$ cat config.mk
export PLATFORM = sky130hd
export DESIGN_NAME = flash_setting_command_decoder
export DESIGN_NICKNAME = d
export VERILOG_FILES = /design/src/flash_cmd_pkg.sv /design/src/link_sync.sv /design/src/byte_shifter.sv /design/src/flash_setting_command_decoder.sv
export SDC_FILE = /design/constraint.sdc
export NUM_CORES = 1
export LEC_CHECK = 0
export ABC_AREA = 1
export BUFFER_PORTS_ARGS = -buffer_cell sky130_fd_sc_hd__buf_2
export CORE_UTILIZATION = 27
export DETAILED_ROUTE_END_ITERATION = 6
export HOLD_SLACK_MARGIN = 0.15
export PLACE_DENSITY_LB_ADDON = 0.2
export SYNTH_ARGS = -nofsm -noshare
export SYNTH_HDL_FRONTEND = slang
export SYNTH_SLANG_ARGS = --single-unit
$ cat constraint.sdc
create_clock -name i_clk_sys -period 5.45 [get_ports i_clk_sys]
set_input_delay 0.2725 -clock i_clk_sys [delete_from_list [all_inputs] [get_ports i_clk_sys]]
set_output_delay 0.2725 -clock i_clk_sys [all_outputs]
set_load 0.01 [all_outputs]
$ cat src/flash_cmd_pkg.sv
// Shared constants and types for the flash setting-command decoder.
// Assumes a single system clock; the serial link pins are sampled, not used as clocks.
package flash_cmd_pkg;

  // Opcodes of the register and setting commands
  localparam logic [7:0] SET_WRITE_LATCH_CMD     = 8'h06;
  localparam logic [7:0] CLEAR_WRITE_LATCH_CMD   = 8'h04;
  localparam logic [7:0] STATUS_READ_CMD         = 8'h05;
  localparam logic [7:0] CONFIG_READ_CMD         = 8'h15;
  localparam logic [7:0] STATUS_CONFIG_WRITE_CMD = 8'h01;
  localparam logic [7:0] PROTECT_SELECT_CMD      = 8'h68;
  localparam logic [7:0] QUAD_MODE_ENTER_CMD     = 8'h35;
  localparam logic [7:0] QUAD_MODE_EXIT_CMD      = 8'hF5;
  localparam logic [7:0] WIDE_ADDR_ENTER_CMD     = 8'hB7;
  localparam logic [7:0] WIDE_ADDR_EXIT_CMD      = 8'hE9;
  localparam logic [7:0] SUSPEND_CMD             = 8'hB0;
  localparam logic [7:0] POWER_WAKE_CMD          = 8'hAB;

  // Field positions
  localparam int BUSY_BIT      = 0;  // Status bit 0: program/erase in progress
  localparam int LATCH_BIT     = 1;  // Status bit 1: write enable latch
  localparam int FOUR_BYTE_BIT = 5;  // Configuration bit 5: 4-byte addressing
  localparam int SERIAL_IN_BIT = 0;  // Single-line input lane
  localparam int SERIAL_OUT_BIT = 1; // Single-line output lane

  // Reset values
  localparam logic [7:0] STATUS_RESET = 8'h00;
  localparam logic [7:0] CONFIG_RESET = 8'h00;

  // Bit counts per byte and per sampled clock edge
  localparam logic [3:0] BITS_PER_BYTE = 4'h8;
  localparam logic [3:0] QUAD_STEP     = 4'h4;
  localparam logic [3:0] SINGLE_STEP   = 4'h1;

  // Output enable masks
  localparam logic [3:0] OE_SINGLE = 4'h2;
  localparam logic [3:0] OE_QUAD   = 4'hF;

  // One sample of the link, taken in the system clock domain
  typedef struct packed {
    logic       sclk_rise;
    logic       sclk_fall;
    logic       frame_active;
    logic [3:0] io;
  } link_sample_type;

  // Decoder states, one-hot
  typedef enum logic [4:0] {
    ST_IDLE   = 5'h01,
    ST_OPCODE = 5'h02,
    ST_WRITE  = 5'h04,
    ST_READ   = 5'h08,
    ST_IGNORE = 5'h10
  } dec_state_type;

endpackage : flash_cmd_pkg

$ cat src/link_sync.sv
// Brings the serial link pins into the system clock domain and finds clock edges.
// Assumes the link clock is several times slower than i_clk_sys.
`timescale 1ns/100ps
module link_sync
  import flash_cmd_pkg::*;
(
  // Clock and reset
  input  wire logic            i_clk_sys,
  input  wire logic            i_reset_n,
  // Raw link pins
  input  wire logic            i_sclk,
  input  wire logic            i_cs_n,
  input  wire logic [3:0]      i_io,
  // Synchronised sample
  output link_sample_type      o_sample
);

  logic [5:0]      raw;
  logic [5:0]      meta_r;
  logic [5:0]      sync_r;
  logic            sclk_prev_r;
  link_sample_type sample_nxt;
  link_sample_type sample_r;

  assign raw = {i_sclk, i_cs_n, i_io};

  // Two-stage synchroniser per pin; first stage feeds only the second
  genvar g;
  generate
    for (g = 0; g < 6; g++) begin : g_sync
      always_ff @(posedge i_clk_sys or negedge i_reset_n) begin
        if (!i_reset_n) begin
          meta_r[g] <= 1'b1;
          sync_r[g] <= 1'b1;
        end else begin
          meta_r[g] <= raw[g];
          sync_r[g] <= meta_r[g];
        end
      end
    end
  endgenerate

  // Edge detection on the synchronised clock
  always_comb begin
    sample_nxt.sclk_rise    = sync_r[5] & ~sclk_prev_r;
    sample_nxt.sclk_fall    = ~sync_r[5] & sclk_prev_r;
    sample_nxt.frame_active = ~sync_r[4];
    sample_nxt.io           = sync_r[3:0];
  end

  // Registered so edge flags and data stay aligned
  always_ff @(posedge i_clk_sys or negedge i_reset_n) begin
    if (!i_reset_n) begin
      sclk_prev_r <= 1'b1;
      sample_r    <= '0;
    end else begin
      sclk_prev_r <= sync_r[5];
      sample_r    <= sample_nxt;
    end
  end

  assign o_sample = sample_r;

endmodule : link_sync

$ cat src/byte_shifter.sv
// Assembles incoming bits into bytes, one lane or four lanes per clock edge.
// Assumes the sample comes from link_sync; the count restarts whenever a frame ends.
`timescale 1ns/100ps
module byte_shifter
  import flash_cmd_pkg::*;
(
  // Clock and reset
  input  wire logic            i_clk_sys,
  input  wire logic            i_reset_n,
  // Link sample and lane mode
  input  wire link_sample_type i_sample,
  input  wire logic            i_quad,
  // Received byte
  output logic [7:0]           o_byte,
  output logic                 o_byte_valid
);

  logic [7:0] shift_r, shift_nxt;
  logic [3:0] count_r, count_nxt;
  logic [7:0] byte_r, byte_nxt;
  logic       valid_r, valid_nxt;
  logic [3:0] step;

  // Shift on each rising link clock; MSB first
  always_comb begin
    step      = i_quad ? QUAD_STEP : SINGLE_STEP;
    shift_nxt = shift_r;
    count_nxt = count_r;
    byte_nxt  = byte_r;
    valid_nxt = 1'b0;
    if (!i_sample.frame_active) begin
      count_nxt = 4'h0;
    end else if (i_sample.sclk_rise) begin
      shift_nxt = i_quad ? {shift_r[3:0], i_sample.io} : {shift_r[6:0], i_sample.io[SERIAL_IN_BIT]};
      if (count_r + step == BITS_PER_BYTE) begin
        count_nxt = 4'h0;
        byte_nxt  = shift_nxt;
        valid_nxt = 1'b1;
      end else begin
        count_nxt = count_r + step;
      end
    end
  end

  always_ff @(posedge i_clk_sys or negedge i_reset_n) begin
    if (!i_reset_n) begin
      shift_r <= 8'h00;
      count_r <= 4'h0;
      byte_r  <= 8'h00;
      valid_r <= 1'b0;
    end else begin
      shift_r <= shift_nxt;
      count_r <= count_nxt;
      byte_r  <= byte_nxt;
      valid_r <= valid_nxt;
    end
  end

  assign o_byte       = byte_r;
  assign o_byte_valid = valid_r;

endmodule : byte_shifter

$ cat src/flash_setting_command_decoder.sv
// Decoder for register and setting commands of a serial multi-lane flash.
// Assumes the host drives the link clock and chip select; pins are sampled by i_clk_sys.
`timescale 1ns/100ps
// Notes on behaviour
// - opcode 06h sets the write enable latch in either mode.
// - opcode 04h clears the write enable latch in either mode.
// - opcode 05h shifts out the status register.
// - opcode 15h shifts out the configuration register.
// - opcode 01h then one or two bytes load status, then configuration.
// - opcode 68h enters individual block protection mode.
// - opcode 35h enters quad mode, only accepted from single-line mode.
// - opcode F5h returns to single-line mode, only accepted in quad mode.
// - opcode B7h sets the four-byte address flag.
// - opcode E9h clears the four-byte address flag.
// - opcode B0h suspends an ongoing program or erase.
// - opcode ABh wakes the device from deep power-down.
module flash_setting_command_decoder
  import flash_cmd_pkg::*;
(
  // Clock and reset
  input  wire logic       i_clk_sys,
  input  wire logic       i_reset_n,
  // Serial link pins
  input  wire logic       i_sclk,
  input  wire logic       i_cs_n,
  input  wire logic [3:0] i_io,
  output logic      [3:0] o_io,
  output logic      [3:0] o_io_oe,
  // Device state inputs
  input  wire logic       i_busy,
  // Decoded state and events
  output logic            o_write_enable_latch,
  output logic            o_quad_peripheral_mode,
  output logic            o_four_byte_address_flag,
  output logic            o_block_protect_mode,
  output logic            o_suspend_pulse,
  output logic            o_wake_pulse,
  output logic      [7:0] o_status_reg,
  output logic      [7:0] o_config_reg
);

  link_sample_type sample;
  logic [7:0]      rx_byte;
  logic            rx_valid;
  dec_state_type   state_r, state_nxt;
  logic            wel_r, wel_nxt;
  logic            quad_r, quad_nxt;
  logic            four_byte_r, four_byte_nxt;
  logic            protect_r, protect_nxt;
  logic            suspend_r, suspend_nxt;
  logic            wake_r, wake_nxt;
  logic [7:0]      status_r, status_nxt;
  logic [7:0]      config_r, config_nxt;
  logic            wr_idx_r, wr_idx_nxt;
  logic [7:0]      tx_r, tx_nxt;
  logic [3:0]      io_r, io_nxt;
  logic [3:0]      oe_r, oe_nxt;
  logic [7:0]      status_view;
  logic [7:0]      config_view;
  logic            opcode_strobe;

  // Pin synchroniser and byte assembly
  link_sync u_link_sync (
    .i_clk_sys (i_clk_sys),
    .i_reset_n (i_reset_n),
    .i_sclk    (i_sclk),
    .i_cs_n    (i_cs_n),
    .i_io      (i_io),
    .o_sample  (sample)
  );

  byte_shifter u_byte_shifter (
    .i_clk_sys    (i_clk_sys),
    .i_reset_n    (i_reset_n),
    .i_sample     (sample),
    .i_quad       (quad_r),
    .o_byte       (rx_byte),
    .o_byte_valid (rx_valid)
  );

  // Live bits merged into the readable register images
  always_comb begin
    status_view                = status_r;
    status_view[BUSY_BIT]      = i_busy;
    status_view[LATCH_BIT]     = wel_r;
    config_view                = config_r;
    config_view[FOUR_BYTE_BIT] = four_byte_r;
  end

  // A byte completing as chip select rises is dropped, so the strobe needs an open frame
  assign opcode_strobe = rx_valid && (state_r == ST_OPCODE) && sample.frame_active;

  // Command decode, register updates and read-out shifting
  always_comb begin
    state_nxt     = state_r;
    wel_nxt       = wel_r;
    quad_nxt      = quad_r;
    four_byte_nxt = four_byte_r;
    protect_nxt   = protect_r;
    suspend_nxt   = 1'b0;
    wake_nxt      = 1'b0;
    status_nxt    = status_r;
    config_nxt    = config_r;
    wr_idx_nxt    = wr_idx_r;
    tx_nxt        = tx_r;
    io_nxt        = io_r;
    oe_nxt        = oe_r;
    if (!sample.frame_active) begin
      // Chip select high ends every frame and releases the lanes
      state_nxt  = ST_IDLE;
      wr_idx_nxt = 1'b0;
      oe_nxt     = 4'h0;
      io_nxt     = 4'h0;
    end else begin
      case (state_r)
        ST_IDLE: begin
          state_nxt = ST_OPCODE;
        end
        ST_OPCODE: begin
          if (rx_valid) begin
            state_nxt = ST_IGNORE;
            case (rx_byte)
              SET_WRITE_LATCH_CMD: wel_nxt = 1'b1;
              CLEAR_WRITE_LATCH_CMD: wel_nxt = 1'b0;
              STATUS_READ_CMD: begin
                state_nxt = ST_READ;
                tx_nxt    = status_view;
                oe_nxt    = quad_r ? OE_QUAD : OE_SINGLE;
              end
              CONFIG_READ_CMD: begin
                state_nxt = ST_READ;
                tx_nxt    = config_view;
                oe_nxt    = quad_r ? OE_QUAD : OE_SINGLE;
              end
              STATUS_CONFIG_WRITE_CMD: state_nxt = ST_WRITE;
              PROTECT_SELECT_CMD: protect_nxt = 1'b1;
              QUAD_MODE_ENTER_CMD: quad_nxt = 1'b1;
              QUAD_MODE_EXIT_CMD: quad_nxt = 1'b0;
              WIDE_ADDR_ENTER_CMD: four_byte_nxt = 1'b1;
              WIDE_ADDR_EXIT_CMD: four_byte_nxt = 1'b0;
              SUSPEND_CMD: suspend_nxt = 1'b1;
              POWER_WAKE_CMD: wake_nxt = 1'b1;
              default: state_nxt = ST_IGNORE;
            endcase
          end
        end
        ST_WRITE: begin
          if (rx_valid) begin
            if (!wr_idx_r) begin
              status_nxt           = rx_byte;
              status_nxt[BUSY_BIT] = status_r[BUSY_BIT];
              status_nxt[LATCH_BIT] = status_r[LATCH_BIT];
              wr_idx_nxt           = 1'b1;
            end else begin
              config_nxt                = rx_byte;
              config_nxt[FOUR_BYTE_BIT] = config_r[FOUR_BYTE_BIT];
              state_nxt                 = ST_IGNORE;
            end
          end
        end
        ST_READ: begin
          // Falling edges drive out MSB first; register repeats until chip select rises
          if (sample.sclk_fall) begin
            if (quad_r) begin
              io_nxt = tx_r[7:4];
              tx_nxt = {tx_r[3:0], tx_r[7:4]};
            end else begin
              io_nxt                 = 4'h0;
              io_nxt[SERIAL_OUT_BIT] = tx_r[7];
              tx_nxt                 = {tx_r[6:0], tx_r[7]};
            end
          end
        end
        ST_IGNORE: state_nxt = ST_IGNORE;
        default: state_nxt = ST_IDLE;
      endcase
    end
    // entry refused while already in quad
    if (opcode_strobe && rx_byte == QUAD_MODE_ENTER_CMD && quad_r) begin
      quad_nxt = quad_r;
    end
    if (opcode_strobe && rx_byte == QUAD_MODE_EXIT_CMD && !quad_r) begin
      quad_nxt = quad_r;
    end
  end

  always_ff @(posedge i_clk_sys or negedge i_reset_n) begin
    if (!i_reset_n) begin
      state_r     <= ST_IDLE;
      wel_r       <= 1'b0;
      quad_r      <= 1'b0;
      four_byte_r <= 1'b0;
      protect_r   <= 1'b0;
      suspend_r   <= 1'b0;
      wake_r      <= 1'b0;
      status_r    <= STATUS_RESET;
      config_r    <= CONFIG_RESET;
      wr_idx_r    <= 1'b0;
      tx_r        <= 8'h00;
      io_r        <= 4'h0;
      oe_r        <= 4'h0;
    end else begin
      state_r     <= state_nxt;
      wel_r       <= wel_nxt;
      quad_r      <= quad_nxt;
      four_byte_r <= four_byte_nxt;
      protect_r   <= protect_nxt;
      suspend_r   <= suspend_nxt;
      wake_r      <= wake_nxt;
      status_r    <= status_nxt;
      config_r    <= config_nxt;
      wr_idx_r    <= wr_idx_nxt;
      tx_r        <= tx_nxt;
      io_r        <= io_nxt;
      oe_r        <= oe_nxt;
    end
  end

  // Outputs straight from flip-flops, except o_status_reg bit 0, which comes straight from i_busy
  assign o_io                     = io_r;
  assign o_io_oe                  = oe_r;
  assign o_write_enable_latch     = wel_r;
  assign o_quad_peripheral_mode   = quad_r;
  assign o_four_byte_address_flag = four_byte_r;
  assign o_block_protect_mode     = protect_r;
  assign o_suspend_pulse          = suspend_r;
  assign o_wake_pulse             = wake_r;
  assign o_status_reg             = status_view;
  assign o_config_reg             = config_view;
endmodule : flash_setting_command_decoder

; Yosys cells after proc, flatten, opt, wreduce, memory -nomap -nowiden
; Cells that the tools add are included.
[op_classes]
multipliers = 0
n_reduce_logical = 25
mux = 42
n_eq_ne = 32
n_div = 0
bitwise = 8
magnitude_cmp = 0
shift = 0
n_addsub = 1
[ops]
columns = op, count
row1 = 2-to-1 mux 4 bit, 12
row2 = "== test 8 bit, second input constant", 5
row3 = 2-to-1 mux 8 bit, 4
row4 = case mux 8 bit (2 select lines), 2
row5 = case mux 5 bit (5 select lines), 1
row6 = "== test 8 x 3 -> 1 bit, second input constant", 3
row7 = AND reduction 4 bit, 6
row8 = 2-to-1 mux 5 bit, 4
row9 = 2-to-1 mux 1 bit, 14
row10 = "inequality test 2 x 1 -> 1 bit, second input constant", 5
row11 = "inequality test 2 bit, second input constant", 5
row12 = case mux 5 bit (2 select lines), 1
row13 = "== test 8 x 1 -> 1 bit, second input constant", 1
row14 = "== test 8 x 5 -> 1 bit, second input constant", 1
row15 = "== test 8 x 6 -> 1 bit, second input constant", 1
row16 = "== test 8 x 7 -> 1 bit, second input constant", 1
row17 = nonzero test 2 bit, 4
row18 = logical AND 1 bit, 6
row19 = "inequality test 3 x 2 -> 1 bit, second input constant", 2
row20 = inverter 1 bit, 6
row21 = case mux 1 bit (2 select lines), 3
row22 = AND reduction 2 bit, 3
row23 = AND reduction 3 bit, 2
row24 = AND reduction 6 bit, 1
row25 = 14 further kinds, 15
[totals]
mem_count = 0
input_bits = 9
latchBits = 0
word_cells = 142
mem_bits_rw = 0
output_inout_bits = 30
mem_bits_ro = 0
reg_bits = 81

; Logic depth before layout (Yosys ltp)
[logic_depth]
word_depth = 7
mapped_depth = 10
depth_no_buf = 9

; Cells and area by module
; Synthesis repeated with hierarchy kept, for this count alone.
[unflattened]
cells_unflattened = 478
area_unflattened_um2 = 3920.0
[modules_own_cells]
columns = mod, instances, cells_per_inst, area_each_um2, seq_area_each_um2
row1 = flash_setting_command_decoder, 1, 337, 2407.3, 977.2
row2 = byte_shifter, 1, 116, 977.2, 500.5
row3 = link_sync, 1, 25, 535.5, 516.7

; Least setup slack after synthesis
; No wires, ideal clock.
[synth_path]
path_type = register to register
from = register quad_r (netlist: o_quad_peripheral_mode)
to = register u_byte_shifter.byte_r[0] (netlist: u_byte_shifter.o_byte[0])
period_less_slack_ps = 2052
path_buffers = 1
t_required_ps = 5333
path_stages_with_launch = 11
slack_ps = 3398
t_arrival_ps = 1934
setup_time_ps = 117
path_cell_list = dfrtp_1 -> buf_2 -> clkinv_1 -> ha_1 -> ha_1 -> xnor2_1 -> nand2_1 -> nor2_4 -> nand3_2 -> nand2_1 -> nand2_1
[synth_via]
elab_chain_cells = 4
[synth_lines]
columns = item, line
row1 = start: declaration, flash_setting_command_decoder.sv:47  ; logic quad_r, quad_nxt;
row2 = start signal: assignment, flash_setting_command_decoder.sv:205  ; quad_r <= quad_nxt;
row3 = 2-to-1 mux 3 bit, byte_shifter.sv:26  ; step = i_quad ? QUAD_STEP : SINGLE_STEP;
row4 = adder 4 bit, byte_shifter.sv:35  ; if (count_r + step == BITS_PER_BYTE) begin
row5 = == test 4 bit, byte_shifter.sv:35
row6 = AND reduction 3 bit (no line), --
row7 = end signal: assignment, byte_shifter.sv:54  ; byte_r <= byte_nxt;
row8 = end: declaration, byte_shifter.sv:20  ; logic [7:0] byte_r, byte_nxt;
; Every way passes these cells.
; A chain may end at the register's enable or synchronous reset.

; Worst setup path in the final report
[layout_path]
from = register quad_r (netlist: o_quad_peripheral_mode)
to = register u_byte_shifter.byte_r[5] (netlist: u_byte_shifter.o_byte[5])
[layout_via]
elab_chain_cells = 4
word_cells_on_any_way = 5
cone_classes = add/sub: 1 / eq/ne: 1 / mux: 2 / reduce/logical: 1
[layout_lines]
columns = item, line
row1 = 2-to-1 mux 3 bit, byte_shifter.sv:26
row2 = adder 4 bit, byte_shifter.sv:35
row3 = == test 4 bit, byte_shifter.sv:35
row4 = AND reduction 3 bit (no line), --
; Several ways; a longest one is shown, not always the timed one.

==> results_dict.tcl <==
set metrics [dict create \
    run_status "complete, no violations" \
    r2r-start "o_quad_peripheral_mode" \
    setup.worst_path.start_class "register" \
    core-area_um2 13300 \
    timing.setup.critical_path_class "register to register" \
    commonest_cells_after_routing_fill_and_taps_aside "135 x nand2_1, 65 x dfrtp_1, 49 x inv_1" \
    timing.critical_path.to_type "register" \
    grt_first_pass_wirelength_mm 14.0 \
    fin_nets 492 \
    die_h_um 119 \
    io_buffer_count 38 \
    first_global_vias 2729 \
    synth_simple_gate_area_share_pct 27.9 \
    reg2regPathDepth 9 \
    whs_endpoint "u_link_sync.sync_r[4]" \
    layout_commonest_cell "nand2_1" \
    flow.area_growth_from_synthesis_pct 20.3 \
    antenna_cells_inserted 0 \
    power.density_cell_area_nw_per_um2 318 \
    detailroute.via_count 2877 \
    number_of_enable_type_register_cells_in_the_synthesized_netlist 0 \
    cts_tree "done" \
    postSynth.asyncResetShare_pct 100 \
    yosys.area_share.xor_xnor_pct 0.980 \
    synthDistinctLibCells 29 \
    globalRouteTotalUtil_pct 12.9 \
    synth_ff_type "dfrtp_1" \
    die_w_um 119 \
    slew_viol_final 0 \
    timing.critical_path.fanout_max 28 \
    synth-adder-area-share_pct 1.01 \
    cts_buffers 9 \
    critical_path_required_ns 5.67 \
    totalNegativeSetupSlack_ns 0 \
    grt_max_degree 80 \
    period_share_pct 53.6 \
    postSynthRegisterBits 79 \
    cap_viol_max_count 0 \
    setup.worst_path.start "o_quad_peripheral_mode" \
    yosysSeqAreaShare_pct 53.9 \
    finalWeightedCongestion 0.809 \
    synth_largest_area_cell "dfrtp_1" \
    vias_per_cell 4.35 \
    static-leakage-power_nw 2.16 \
    overflow 0 \
    synth_top_cells_by_area "dfrtp_1 44%, nand2_1 14%, dfstp_2 9.9%" \
    hold_class "register to register" \
    hold_viol 0 \
    post-cts-setup-buffer-count 0 \
    main_combinational_cell_family_by_area_after_synthesis "simple AND/OR/NAND/NOR gates" \
    clkSinkCount 79 \
    clock_tree.buffer_depth 2 \
    worst_slew_margin_rel_pct 32.7 \
    cts_hold_buffers 7 \
    finalCriticalPeriod_ns 2.92 \
    place.detailed.hpwl_mm 6.09 \
    clock-root-buffer "clkbuf_16" \
    post_route_skew_ns 0.0109 \
    worstMarginPinSlew_ns 1.01 \
    syn_inst 438 \
    worst-r2r-setup-slack_ns 2.53 \
    unrepaired_setup_endpoints_after_global_routing "false" \
    clkLatencyLatePin_ns 0.34 \
    synthesis.nets 450 \
    yosys.area.top_type_share_pct 43.9 \
    cp_data_arrival_time_ns 3.14 \
    synth.area.mux_share_pct 0 \
    cts_resized 0 \
    holdCritStartpoint "u_link_sync.meta_r[4]" \
    max-vdd-ir-drop_mv 0.178 \
    count_of_h_tree_levels_built_during_cts 3 \
    antenna_found_initial 0 \
    layout-drive-gt1-share_pct 21.4 \
    post-layout-total-power_mw 1.42 \
    final_setup_violating_endpoints 0 \
    synth-compound-area-share_pct 7.81 \
    synth.yosys.warnings 0 \
    rows 42 \
    fmax_ghz 0.342 \
    fp.dieArea_um2 14200 \
    design.portCount 39 \
    ant_nets 0 \
    drt_iter0_drc 186 \
    clk_pin_slew_worst_paths_ns 0.06 \
    drt_wl_total_mm 8.44 \
    post_synth_instance_area_um2 3700 \
    syn_avg_cell_area_um2 8.45 \
    worstHoldPathCells 0 \
    drc_errors 0 \
    drt_pre_antenna_iters 4 \
    routed_wire_length_per_instance_um 12.8 \
    worst_r2r_endpoint "u_byte_shifter.o_byte[5]" \
    initial_core_utilization_pct 27.8 \
]
-- critical path, stage by stage (launching register included) --
cell and delay [ns]:
dfrtp_1 0.83, clkinv_1 0.46, ha_1 0.34, ha_1 0.21, xnor2_1 0.18, nand2_1 0.12
nor2_4 0.24, nand3_2 0.22, nand2_1 0.14, nand2_1 0.06
-- kinds of logic after synthesis --
kind of cell,count (synthesis)
AO/OA/AOI/OAI,52
buffers and inverters,76
adder cells (fa/ha/maj),3
flip-flops,79
XOR/XNOR,2
AND/OR/NAND/NOR,226
-- metal layers --
metal | track usage (%) | wire length [µm] | share of wire (%)
met3 | 3.45 | 348 | 4.1
met4 | 4.91 | 118 | 1.4
met5 | 0 | 0 | 0
met2 | 19.9 | 3960 | 47
met1 | 17.2 | 4020 | 48
-- worst max path at each step --
stage | endpoint | slack (ns) | cells after the start
finish | u_byte_shifter.o_byte[5] | 2.53 | 9
global route | u_byte_shifter.o_byte[5] | 2.17 | 9
CTS | u_byte_shifter.o_byte[5] | 2.51 | 9
detailed placement | u_byte_shifter.o_byte[5] | 2.53 | 9
global placement | u_byte_shifter.o_byte[1] | 2.68 | 9
floorplan | u_byte_shifter.o_byte[0] | 3.40 | 10
-- flip-flops by register name (all words and copies together) (netlist names), 2 cells and up --
| register | flops |
|---|---|
| config_r | 7 |
| status_r | 6 |
| u_link_sync.sync_r | 2 |
| tx_r | 8 |
| u_link_sync.o_sample | 7 |
| state_r | 5 |
| u_link_sync.sample_nxt | 4 |
| u_byte_shifter.count_r | 4 |
| u_link_sync.meta_r | 6 |
| u_byte_shifter.o_byte | 8 |
| o_io | 4 |
| u_byte_shifter.shift_r | 7 |
| o_io_oe | 2 |
-- power breakdown --
part           internal, mW  leakage (nW)  total [mW]  switching, mW
sequential            0.619          1.03       0.636         0.0174
clock                 0.460         0.162       0.690          0.230
combinational        0.0301         0.964      0.0912         0.0611
total                  1.11          2.16        1.42          0.309
-- synth_stat cells, types with 4 or more instances --
cell type  count
nor2_2         7
nand4_1       17
nand2_1      135
buf_2          6
nand3_1       28
nor2_4         6
nand2_2        6
a21oi_1        5
nor2_1        18
dfrtp_1       65
o21ai_1       16
inv_2         12
o211ai_1       4
dfstp_2       14
o21ai_0       21
buf_4          5
nor3_1         4
inv_1         49
o22ai_1        4
-- stage by stage --
step	utilization (%)	area, µm²	worst slack [ns]	hold slack [ns]	std cells
after global placement	30.4	4040	2.68	0.347	638
after global routing	33.5	4450	2.17	0.357	661
final	33.5	4450	2.53	0.354	661
after detailed placement	30.4	4040	2.53	0.347	638
after floorplan	-	3700	3.40	-0.0231	438
after CTS	33.5	4450	2.51	0.355	661
-- cell type report --
cell class	count	area, µm²
Tap cell	176	220
Inverter	62	233
Clock inverter	5	105
Multi-Input combinational cell	283	1400
Sequential cell	79	1990
Timing Repair Buffer	45	263
Clock buffer	11	243
Fill cell	1408	8840
Power figures use the tool's default switching activity.
